### config.mk
export PLATFORM = sky130hd
export DESIGN_NAME = mac_statistics_counters
export DESIGN_NICKNAME = d
export VERILOG_FILES = /design/src/include/mac_stat_pkg.sv /design/src/logic/mac_statistics_counters.sv
export VERILOG_INCLUDE_DIRS = /design/src /design/src/include
export SDC_FILE = /design/constraint.sdc
export NUM_CORES = 1
export LEC_CHECK = 0
export ABC_AREA = 1
export BUFFER_PORTS_ARGS = -buffer_cell sky130_fd_sc_hd__buf_2
export CAP_MARGIN = 15
export CORE_MARGIN = 3
export CORE_UTILIZATION = 61
export CTS_BUF_LIST = sky130_fd_sc_hd__clkbuf_2
export DETAILED_ROUTE_END_ITERATION = 7
export GPL_TIMING_DRIVEN = 1
export PLACE_DENSITY_LB_ADDON = 0.2
export SLEW_MARGIN = 5
export SYNTH_ARGS = -nofsm -noshare
export SYNTH_HDL_FRONTEND = slang
export SYNTH_SLANG_ARGS = --single-unit
### constraint.sdc
create_clock -name clk_sys -period 3.3 [get_ports clk_sys]
set_clock_uncertainty 0.2 [all_clocks]
set_input_delay 0.165 -clock clk_sys [delete_from_list [all_inputs] [get_ports clk_sys]]
set_output_delay 0.165 -clock clk_sys [all_outputs]
set_load 0.05 [all_outputs]
### src/include/mac_stat_defines.svh
`ifndef MAC_STAT_DEFINES_SVH
`define MAC_STAT_DEFINES_SVH

// register byte offsets
`define OFS_ALIGNMENT_ERRORS       8'h00
`define OFS_DEFERRED_TX            8'h04
`define OFS_LATE_COLLISIONS        8'h08
`define OFS_EXCESS_COLLISIONS      8'h0c
`define OFS_TX_UNDERRUNS           8'h10
`define OFS_CARRIER_SENSE_ERRORS   8'h14
`define OFS_RX_RESOURCE_ERRORS     8'h18
`define OFS_RX_OVERRUNS            8'h1c
`define OFS_RX_SYMBOL_ERRORS       8'h20
`define OFS_OVERSIZE_FRAMES        8'h24
`define OFS_RX_JABBERS             8'h28
`define OFS_UNDERSIZE_FRAMES       8'h2c
`define OFS_HEARTBEAT_TEST_ERRORS  8'h30
`define OFS_LENGTH_MISMATCH        8'h34

// control bit positions
`define CTL_STAT_WRITE_EN_BIT      7
`define CFG_BIG_FRAMES_BIT         8
`define CFG_LENGTH_CHECK_BIT       16

// frame length limits in bytes
`define LEN_MIN_FRAME              14'd64
`define LEN_MAX_FRAME              14'd1518
`define LEN_MAX_BIG_FRAME          14'd1536
`define LEN_TYPE_THRESHOLD         16'h0600

// heartbeat window: 96 bit times at 100 Mb/s is 960 ns
`define HEARTBEAT_WINDOW_NS        960
`define CLK_PERIOD_NS              4
`define HEARTBEAT_WINDOW_CYC       (`HEARTBEAT_WINDOW_NS / `CLK_PERIOD_NS)

`define STAT_RESET_VALUE           16'h0000

`endif

### src/include/mac_stat_pkg.sv
package mac_stat_pkg;

   typedef struct packed {
      logic        done;          // one-cycle end-of-frame strobe
      logic        deferred;      // first attempt deferred by carrier
      logic        collided;      // any collision on this frame
      logic        late_col;      // collision after slot time
      logic        excess_col;    // abandoned after 16 collisions
      logic        underrun;      // transmit dma underran
      logic        carrier_err;   // carrier never seen or dropped
   } tx_status_s;

   typedef struct packed {
      logic        done;          // one-cycle end-of-frame strobe
      logic [13:0] length;        // frame length in bytes
      logic        odd_bits;      // not a whole number of bytes
      logic        crc_bad;       // crc fails on truncated frame
      logic        symbol_err;    // rx_er seen during frame
      logic        addr_match;    // address recognised
      logic        no_buffer;     // no receive buffer free
      logic        overrun;       // receive dma overrun
      logic [15:0] len_field;     // length/type value, bytes 13 and 14
   } rx_status_s;

   typedef enum {
      HB_IDLE,
      HB_WAIT
   } hb_state_e;

endpackage

### src/logic/mac_statistics_counters.sv
// Function
// - alignment count: odd bits, bad crc, valid length
// - alignment count also on symbol error with odd bits, valid length
// - deferred count: first attempt deferred by carrier sense
// - deferred count skips collided or underrun frames
// - late collision count on collision after 512-bit slot time
// - excessive collision count: frame abandoned after 16 collisions
// - underrun count: frame lost to transmit dma underrun
// - underrun frame increments no other counter
// - carrier sense error: clean frame, carrier missing or dropped
// - carrier sense error only in half duplex, no side effects
// - resource error: matched frame with no receive buffer
// - overrun count: recognised frame dropped by dma overrun
// - symbol error count: rx_er during reception
// - symbol error adds alignment count with odd bits and valid length, or jabber count if too long
// - oversize count: long frame without errors
// - jabber count: long frame with errors
// - undersize count: short frame without errors
// - heartbeat error: no col within 96 bit times of tx_en fall, half duplex only
// - length mismatch: measured length below length field
// - length check only while config bit 16 set
// - no mismatch for type values or oversize frames
// - counters clear on read and saturate
// - receive counters only while receive enabled
// - writes only while control bit 7 set
`include "mac_stat_defines.svh"

module mac_statistics_counters
   import mac_stat_pkg::*;
#(
   parameter int HB_CYCLES = `HEARTBEAT_WINDOW_CYC
) (
   input  wire logic        clk_sys,        // system clock
   input  wire logic        rst,            // synchronous reset, high
   input  wire logic        ce,             // clock enable
   input  wire logic [7:0]  addr,           // register byte address
   input  wire logic [31:0] wdata,          // write data
   input  wire logic        wr,             // write strobe
   input  wire logic        rd,             // read strobe
   output      logic [31:0] rdata,          // read data, cycle after rd
   input  wire logic [31:0] net_ctrl,       // network control register
   input  wire logic [31:0] net_cfg,        // network configuration register
   input  wire logic        rx_enable,      // receive enable bit
   input  wire logic        half_duplex,    // half duplex operation
   input  wire tx_status_s  tx_stat,        // transmit frame outcome
   input  wire rx_status_s  rx_stat,        // receive frame outcome
   input  wire logic        tx_en_pin,      // mii tx_en
   input  wire logic        col_pin         // mii col, asynchronous
);

   localparam int NCNT = 14;

   // ****************************************
   // counter storage
   // ****************************************
   logic [15:0] cnt [NCNT];
   logic [NCNT-1:0] inc;
   logic [4:0]  widths [NCNT];
   logic [3:0]  sel;
   logic        sel_ok;

   function automatic logic [15:0] sat_mask(input logic [4:0] w);
      sat_mask = (w == 5'd16) ? 16'hffff : 16'h00ff;
   endfunction

   assign widths = '{5'd8, 5'd16, 5'd8, 5'd8, 5'd8, 5'd8, 5'd16,
                     5'd8, 5'd8, 5'd8, 5'd8, 5'd8, 5'd8, 5'd8};

   // ****************************************
   // address decode
   // ****************************************
   always_comb begin
      sel    = 4'd0;
      sel_ok = 1'b1;
      if (addr == `OFS_ALIGNMENT_ERRORS) begin
         sel = 4'd0;
      end else if (addr == `OFS_DEFERRED_TX) begin
         sel = 4'd1;
      end else if (addr == `OFS_LATE_COLLISIONS) begin
         sel = 4'd2;
      end else if (addr == `OFS_EXCESS_COLLISIONS) begin
         sel = 4'd3;
      end else if (addr == `OFS_TX_UNDERRUNS) begin
         sel = 4'd4;
      end else if (addr == `OFS_CARRIER_SENSE_ERRORS) begin
         sel = 4'd5;
      end else if (addr == `OFS_RX_RESOURCE_ERRORS) begin
         sel = 4'd6;
      end else if (addr == `OFS_RX_OVERRUNS) begin
         sel = 4'd7;
      end else if (addr == `OFS_RX_SYMBOL_ERRORS) begin
         sel = 4'd8;
      end else if (addr == `OFS_OVERSIZE_FRAMES) begin
         sel = 4'd9;
      end else if (addr == `OFS_RX_JABBERS) begin
         sel = 4'd10;
      end else if (addr == `OFS_UNDERSIZE_FRAMES) begin
         sel = 4'd11;
      end else if (addr == `OFS_HEARTBEAT_TEST_ERRORS) begin
         sel = 4'd12;
      end else if (addr == `OFS_LENGTH_MISMATCH) begin
         sel = 4'd13;
      end else begin
         sel_ok = 1'b0;
      end
   end

   // ****************************************
   // transmit classification
   // ****************************************
   logic tx_ok;
   assign tx_ok = tx_stat.done && !tx_stat.underrun;

   // ****************************************
   // receive classification
   // ****************************************
   logic [13:0] max_len;
   logic        valid_len;
   logic        too_long;
   logic        any_err;
   logic        rx_go;

   assign max_len   = net_cfg[`CFG_BIG_FRAMES_BIT] ? `LEN_MAX_BIG_FRAME : `LEN_MAX_FRAME;
   assign valid_len = rx_stat.length >= `LEN_MIN_FRAME && rx_stat.length <= max_len;
   assign too_long  = rx_stat.length > max_len;
   assign any_err   = rx_stat.crc_bad || rx_stat.odd_bits || rx_stat.symbol_err;
   assign rx_go     = rx_stat.done && rx_enable;

   // ****************************************
   // heartbeat window after tx_en falls
   // ****************************************
   logic       col_meta;
   logic       col_sync;
   logic       tx_en_meta;
   logic       tx_en_sync;
   logic       tx_en_prev;
   logic       hb_err;
   hb_state_e  hb_state;
   logic [15:0] hb_cnt;

   // both mii inputs come from the link clock, so double-flop them
   always_ff @(posedge clk_sys) begin
      if (rst) begin
         col_meta   <= 1'b0;
         col_sync   <= 1'b0;
         tx_en_meta <= 1'b0;
         tx_en_sync <= 1'b0;
         tx_en_prev <= 1'b0;
      end else if (ce) begin
         col_meta   <= col_pin;
         col_sync   <= col_meta;
         tx_en_meta <= tx_en_pin;
         tx_en_sync <= tx_en_meta;
         tx_en_prev <= tx_en_sync;
      end
   end

   always_ff @(posedge clk_sys) begin
      if (rst) begin
         hb_state <= HB_IDLE;
         hb_cnt   <= 16'h0000;
         hb_err   <= 1'b0;
      end else if (ce) begin
         hb_err <= 1'b0;
         case (hb_state)
            HB_IDLE: begin
               if (tx_en_prev && !tx_en_sync && half_duplex) begin
                  hb_state <= HB_WAIT;
                  hb_cnt   <= 16'h0000;
               end
            end
            HB_WAIT: begin
               if (col_sync) begin
                  hb_state <= HB_IDLE;
               end else if (hb_cnt == 16'(HB_CYCLES - 1)) begin
                  hb_err   <= 1'b1;
                  hb_state <= HB_IDLE;
               end else begin
                  hb_cnt <= hb_cnt + 16'h0001;
               end
            end
            default: hb_state <= HB_IDLE;
         endcase
      end
   end

   // ****************************************
   // increment events
   // ****************************************
   always_comb begin
      inc = '0;
      // carrier error touches only its own counter, never gates others
      inc[0]  = rx_go && rx_stat.odd_bits && valid_len
                && (rx_stat.crc_bad || rx_stat.symbol_err);
      inc[1]  = tx_ok && tx_stat.deferred && !tx_stat.collided;
      inc[2]  = tx_ok && tx_stat.late_col;
      inc[3]  = tx_ok && tx_stat.excess_col;
      inc[4]  = tx_stat.done && tx_stat.underrun;
      inc[5]  = tx_ok && !tx_stat.collided && tx_stat.carrier_err
                && half_duplex;
      inc[6]  = rx_go && rx_stat.addr_match && rx_stat.no_buffer;
      inc[7]  = rx_go && rx_stat.addr_match && rx_stat.overrun;
      inc[8]  = rx_go && rx_stat.symbol_err;
      inc[9]  = rx_go && too_long && !any_err;
      inc[10] = rx_go && too_long && any_err;
      inc[11] = rx_go && rx_stat.length < `LEN_MIN_FRAME && !any_err;
      inc[12] = hb_err;
      inc[13] = rx_go && net_cfg[`CFG_LENGTH_CHECK_BIT]
                && rx_stat.len_field < `LEN_TYPE_THRESHOLD && !too_long
                && {2'b00, rx_stat.length} < rx_stat.len_field;
   end

   // ****************************************
   // counters: write, clear on read, saturate
   // ****************************************
   logic wr_allowed;
   assign wr_allowed = net_ctrl[`CTL_STAT_WRITE_EN_BIT];

   always_ff @(posedge clk_sys) begin
      if (rst) begin
         for (int i = 0; i < NCNT; i++) begin
            cnt[i] <= `STAT_RESET_VALUE;
         end
      end else if (ce) begin
         for (int i = 0; i < NCNT; i++) begin
            if (wr && sel_ok && sel == 4'(i) && wr_allowed) begin
               cnt[i] <= wdata[15:0] & sat_mask(widths[i]);
            end else if (rd && sel_ok && sel == 4'(i)) begin
               // a same-cycle event is kept rather than lost to the clear
               cnt[i] <= inc[i] ? 16'h0001 : `STAT_RESET_VALUE;
            end else if (inc[i] && cnt[i] != sat_mask(widths[i])) begin
               cnt[i] <= cnt[i] + 16'h0001;
            end
         end
      end
   end

   // ****************************************
   // read data
   // ****************************************
   always_ff @(posedge clk_sys) begin
      if (rst) begin
         rdata <= 32'h0000_0000;
      end else if (ce) begin
         if (rd && sel_ok) begin
            rdata <= {16'h0000, cnt[sel]};
         end else begin
            rdata <= 32'h0000_0000;
         end
      end
   end

endmodule

==> results of run 1 <==
worst max-delay path, stage by stage:
cell and delay [ns]:
dlygate4sd3_1 0.54, buf_2 0.12, dlygate4sd3_1 0.58, inv_2 0.07, nor2_1 0.18, buf_6 0.18
nand4_1 0.07, dlygate4sd3_1 0.57, a21oi_1 0.18, nand3_2 0.13, buf_6 0.20, nand3_1 0.08
dlygate4sd3_1 0.57, nand2_1 0.07, nand2_1 0.07, inv_1 0.04
metrics by stage:
stage               std cells  setup slack [ns]  utilization [%]  total power (W)  hold WS, ns
finish                   3458            0.0268             72.6          0.00745        0.144
floorplan                2744             0.490                -          0.00450       0.0999
global route             3458            0.0147             72.6          0.00774       0.0372
global placement         3182             0.362             65.8          0.00480        0.194
CTS                      3444            0.0485             72.2          0.00741       0.0136
detailed placement       3182             0.293             65.8          0.00483        0.212
logic make-up (layout without fill, tap and decap cells):
| group | after synthesis | in the layout | share of synthesized area [%] |
|---|---|---|---|
| simple gates | 1578 | 1578 | 36.9 |
| xor+xnor | 122 | 122 | 5.46 |
| compound gates | 246 | 246 | 6.90 |
| buf+inv | 483 | 796 | 10.1 |
| flops | 263 | 263 | 38.4 |
| other cells | 1 | 21 | 0.0192 |
| fa+ha+maj | 36 | 36 | 2.30 |
power groups by stage:
stage / clock network (W) / logic, W / registers [W]
6_report: 0.00253 / 0.00105 / 0.00387
5_1_grt: 0.00272 / 0.00113 / 0.00389
4_1_cts: 0.00255 / 0.000993 / 0.00386
3_5_place_dp: 0 / 0.000889 / 0.00394
3_3_place_gp: 0 / 0.000867 / 0.00393
2_1_floorplan: 0 / 0.000598 / 0.00390
layer usage:
metal  GRT usage, %  routed length [µm]  vias up
met5              0                   0        -
met4           17.7                3410        0
met3           8.03                6710      274
met2           60.7               29700     1193
met1           47.5               24800     9328
li1               -                   -     9637
flip-flops by register name, summed over array words and instances, names as in the netlist:
| name | count |
|---|---|
| cnt | 224 |
| col_meta | 1 |
| col_sync | 1 |
| hb_cnt | 16 |
| hb_err | 1 |
| hb_state | 1 |
| rdata | 16 |
| tx_en_meta | 1 |
| tx_en_prev | 1 |
| tx_en_sync | 1 |
cells in the mapped netlist (all sizes together) (15+ instances only):
library cell / count
inv: 375
clkbuf: 48
a21oi: 140
nand3b: 24
nand3: 277
edfxtp: 224
nor2: 325
nor4: 23
or2: 19
nand2: 682
nor3b: 15
dfxtp: 39
nand4: 119
nor3: 92
ha: 36
xor2: 112
o21ai: 63
buf: 54
layout make-up:
cell class	instances	area, µm²	area share, %
diodes	5	12.5	0.0555
clock buffers	107	536	2.37
clock inverters	22	139	0.616
inverters	381	1440	6.36
multi-input cells	1998	10200	45.1
flip-flops and latches	263	7510	33.3
well taps	396	495	2.20
repair buffers	286	2260	10.0
worst max-delay path by stage:
stage / endpoint / startpoint / cells past startpoint
finish: cnt[6][11]$_SDFFCE_PN0P_ / ce / 16
global route: cnt[3][0]$_SDFFCE_PN0P_ / cnt[3][0]$_SDFFCE_PN0P_ / 12
detailed placement: cnt[3][12]$_SDFFCE_PN0P_ / addr[7] / 10
floorplan: cnt[0][0]$_SDFFCE_PN0P_ / cnt[0][0]$_SDFFCE_PN0P_ / 11
CTS: cnt[6][14]$_SDFFCE_PN0P_ / addr[7] / 15
global placement: cnt[3][13]$_SDFFCE_PN0P_ / addr[7] / 10
repair_timing:
| action | in CTS | in global routing |
|---|---|---|
| hold buffers | 133 | 0 |
| gates resized for setup | 0 | 12 |
| endpoints found under the hold margin | 346 | 0 |
| buffers inserted | 0 | 11 |
| endpoints found under the setup margin | 0 | 18 |
==> metrics, run 1 <==
most frequent cells in the layout nand2_1 (672), inv_1 (353), nor2_1 (306); Sink Count ~260; Final min period between 3 and 4 ns; cell area after layout between 20,000 and 25,000 µm²; clk_lat worst skew slightly above 1 ns; run status finished, final reports clean; DIE AREA between 30,000 and 40,000 µm²; detailed-placement wirelength estimate 44,900 µm; Hold Startpoint ce; share of the synthesized area in the top cell type ~34%; Via density approximately 6; Mapped Cells approximately 2,700; WS Path Type in2reg; clock tree buffer depth 3; max_slew headroom between 40% and 50%; RePlAce Congestion about 1.0; Routed Wire Length 64,600 µm; switching share of total power a little under a third; Fillers roughly 2,500; RR Endpoint cnt[3][0]$_SDFFCE_PN0P_; first-pass GRT wire length ~100,000 µm; FF+latch count, synth between 200 and 300; setup TNS 0 ns; flop2flop setup slack 0.12 ns; Die Wd between 150 and 200 µm; total grt overflow 0; worst hold path type in2reg; Cell Pwr Density roughly 330 nW/µm²; yosys warns 0; total internal power roughly 0.005 W; worst slew pin tran a little under 0.8 ns; final hold vios 0; worst hold endpoint rdata[9]$_SDFFE_PP0P_; vias in the first global route ~20,000; largest net degree at the start of global routing 55; DIE HEIGHT 185 µm; Site Rows 64; RSZ-0062 raised after global routing false; max-cap violations 0; Leak around 9.9 nW; Max rail drop VDD between 0.3 and 0.4 mV; initial antenna violation count 2; Area growth syn-to-layout 15.3%; Tcrit/Tclk final 99.2%; Max Freq between 300 and 400 MHz; layout cells sized above 1 11.9%; CTS root buf clkbuf_2; sequential power share between 50% and 60%; Critical Path Source Type primary input; Distinct cells, synth 52; IO buf count 95; WHS Path Cells 6; worst-case reg-to-reg path depth 12; number of synthesized flops with an enable pin between 200 and 250; Area contributors post-synth edfxtp_1 (34%), nand2_1 (13%), inv_1 (6.8%); fin nets approximately 3,200; drt drc 0; Final Max Tran Viols 0; Mapped Area around 20,000 µm²; H-tree depth 3; cell taking the most area after synthesis edfxtp_1; sequential area share after synthesis 38.4%; I/O pin count 189; clock-pin slew on the worst setup and hold paths around 0.11 ns; 1st-pass router iterations 7; initial DRC count between 2,000 and 2,500; FF-to-FF Start cnt[3][0]$_SDFFCE_PN0P_; Worst setup EP type flop; total track usage a little under two fifths; routed len/inst roughly 19 µm; syn avg cell area about 7 µm²; Req. time, crit path between 3 and 4 ns; ys async rst share 0%; clock share of power about 34%; switching pwr 0.00233 W; Critical Path Fanout Max 27; Vias 20,400; crit path DAT roughly 3.8 ns; CTS Buf Count 74; main flop type after synthesis edfxtp_1; Starting Density a little over three fifths; Routed Antenna Nets 0; Final setup viols 0; commonest non-fill, non-tap cell in the layout nand2_1; Core Area around 31,000 µm²; CTS tree yes; DP Area between 20,000 and 25,000 µm²; Comb pwr share between 10 and 15%
(Power assumes the default switching activity.)
==> run 2, diff against run 1 <==
Settings changed: PLACE_DENSITY set to 0.87, PLACE_DENSITY_LB_ADDON 0.2 to unset.
==> metrics, run 2 (same netlist as run 1, synthesis figures left out) <==
run status finished, final reports clean; Leak 9.88 nW (-0.44%); clock tree buffer depth 3 (unchanged); Via density 6.03 (+2.0%); layout cells sized above 1 12.2% (+0.28 points); Top reg by flops cnt; Req. time, crit path 3.83 ns (-0.02 ns); Sink Count 263 (unchanged); max_slew headroom 45.4% (-2.3 points); dpl cells 3,187 (+0.16%); Final Max Tran Viols 0 (unchanged); Starting Density 63.0% (unchanged); setup TNS 0 ns (unchanged); CTS tree yes; number of flip-flops under the largest register name 224 (unchanged); DIE HEIGHT 185 µm (unchanged); worst hold endpoint cnt[6][15]$_SDFFCE_PN0P_; max-cap violations 0 (unchanged); Cell Pwr Density 336 nW/µm² (+1.7%); initial antenna violation count 2 (unchanged); Final setup viols 0 (unchanged); RR Endpoint cnt[3][0]$_SDFFCE_PN0P_; Area growth syn-to-layout 14.4%; FF-to-FF Start cnt[3][0]$_SDFFCE_PN0P_; detailed-placement wirelength estimate 44,200 µm (-1.6%); cell area after layout 22,400 µm² (-0.81%); Critical Path Source Type primary input; Vias 20,700 (+1.4%); Critical Path Fanout Max 10 (-63%); Core Area 31,100 µm² (unchanged); CTS Buf Count 75 (+1.4%); most frequent cells in the layout nand2_1 (673), inv_1 (352), nor2_1 (303); Hold Startpoint wdata[15]; RePlAce Congestion 1.01 (-3.0%); total track usage 37.0% (-0.33 points); 1st-pass router iterations 8 (+1); IO buf count 95 (unchanged); worst hold path type in2reg; flop2flop setup slack 0.18 ns (+0.06 ns); DIE AREA 34,300 µm² (unchanged); crit path DAT 3.77 ns (-0.05 ns); largest net degree at the start of global routing 53 (-3.6%); H-tree depth 3 (unchanged); Core Util, Final 72.0% (-0.59 points); post-route insts no fill 3,437 (-0.61%); CTS root buf clkbuf_2; first-pass GRT wire length 100,000 µm (-0.46%); drt drc 0 (unchanged); vias in the first global route 19,800 (+0.88%); worst-case reg-to-reg path depth 12 (unchanged); Worst setup EP type flop; Routed Wire Length 63,700 µm (-1.3%); initial DRC count 2,786 (+30%); Final min period 3.24 ns (-0.0335 ns); Fillers 2,420 (-4.5%); DP Area 20,500 µm² (+0.12%); fin nets 3,176 (-0.66%); clock-pin slew on the worst setup and hold paths 0.10 ns (about the same); I/O pin count 189 (unchanged); commonest non-fill, non-tap cell in the layout nand2_1; clk_lat worst skew 0.98 ns (-0.03 ns); Max Freq 309 MHz (+1.0%); Max rail drop VDD 0.289 mV (-14%); Die Wd 185 µm (unchanged); biggest regs cnt x224, hb_cnt x16, rdata x16; worst slew pin tran 0.819 ns (+0.0367 ns); WS Path Type in2reg; WHS Path Cells 6 (unchanged); Tcrit/Tclk final 98.2% (-1.0 points); hold_ws 0.0546 ns (-0.0894 ns); final hold vios 0 (unchanged); Routed Antenna Nets 0 (unchanged); Site Rows 64 (unchanged); routed len/inst 18.5 µm (-0.72%); total grt overflow 0 (unchanged)
==> run 2: cell types whose count changed in the layout (fill, tap and decap cells not counted), moves of 2 or more <==
cell	change
buf_4	+3
buf_6	-3
clkbuf_2	+6
clkinv_2	-3
dlygate4sd3_1	-24
dlymetal6s4s_1	+2
inv_4	-2
nor2_1	-3
nor2_2	+3
==> run 2: worst max-delay path, cell delays in order <==
cell	delay [ns]
dlygate4sd3_1	0.54
buf_2	0.16
nor2_8	0.21
nand4_1	0.14
dlygate4sd3_1	0.58
inv_1	0.17
nand3_1	0.20
nor2_2	0.19
inv_2	0.11
o21ai_1	0.13
dlygate4sd3_1	0.56
a21oi_1	0.06
dlygate4sd3_1	0.55
==> run 2: how the worst max path moves through the flow <==
stage,from,depth (start not counted),to
after global routing,rx_stat[13],13,cnt[13][4]$_SDFFCE_PP0P_
final,addr[1],13,cnt[8][0]$_SDFFCE_PN0P_
after global placement,addr[7],9,cnt[3][11]$_SDFFCE_PN0P_
after detailed placement,addr[1],10,cnt[2][15]$_SDFFCE_PN0P_
after floorplan,cnt[0][0]$_SDFFCE_PN0P_,11,cnt[0][0]$_SDFFCE_PN0P_
after CTS,addr[1],15,cnt[3][0]$_SDFFCE_PN0P_
==> run 2: layout make-up <==
type	count	area (µm²)	area share, %
antenna	4	10.0	0.0447
clock buffer	113	566	2.53
clock inverter	18	146	0.654
inverter	381	1430	6.41
multi-input combinational	1998	10200	45.5
sequential	263	7510	33.6
tap	396	495	2.21
timing repair buffer	264	2030	9.09
==> run 2: power breakdown <==
part,leakage [nW],switching [W],total [W],internal [W]
clock,0.541,0.00149,0.00262,0.00113
combinational,6.71,0.000677,0.00102,0.000344
sequential,2.62,0.000132,0.00387,0.00374
total,9.88,0.00230,0.00751,0.00521
==> run 2: what timing repair did <==
item,CTS,global route
setup endpoints to repair,0,44
endpoints found under the hold margin,295,0
buffers inserted,0,6
hold buffers,109,0
resized for setup,0,11
==> run 2: metrics by stage <==
stage               setup WS, ns  total power [W]
finish                    0.0603          0.00751
CTS                       0.0460          0.00747
global placement           0.477          0.00478
detailed placement         0.379          0.00481
floorplan                  0.490          0.00450
global route             -0.0336          0.00781
==> run 2: layer usage <==
metal	vias up	global-route usage, %	part of all wire [%]
met5	-	0	0
met3	354	8.60	13
met4	0	23.0	7.2
met2	1431	58.1	45
met1	9353	46.3	35
li1	9570	-	-
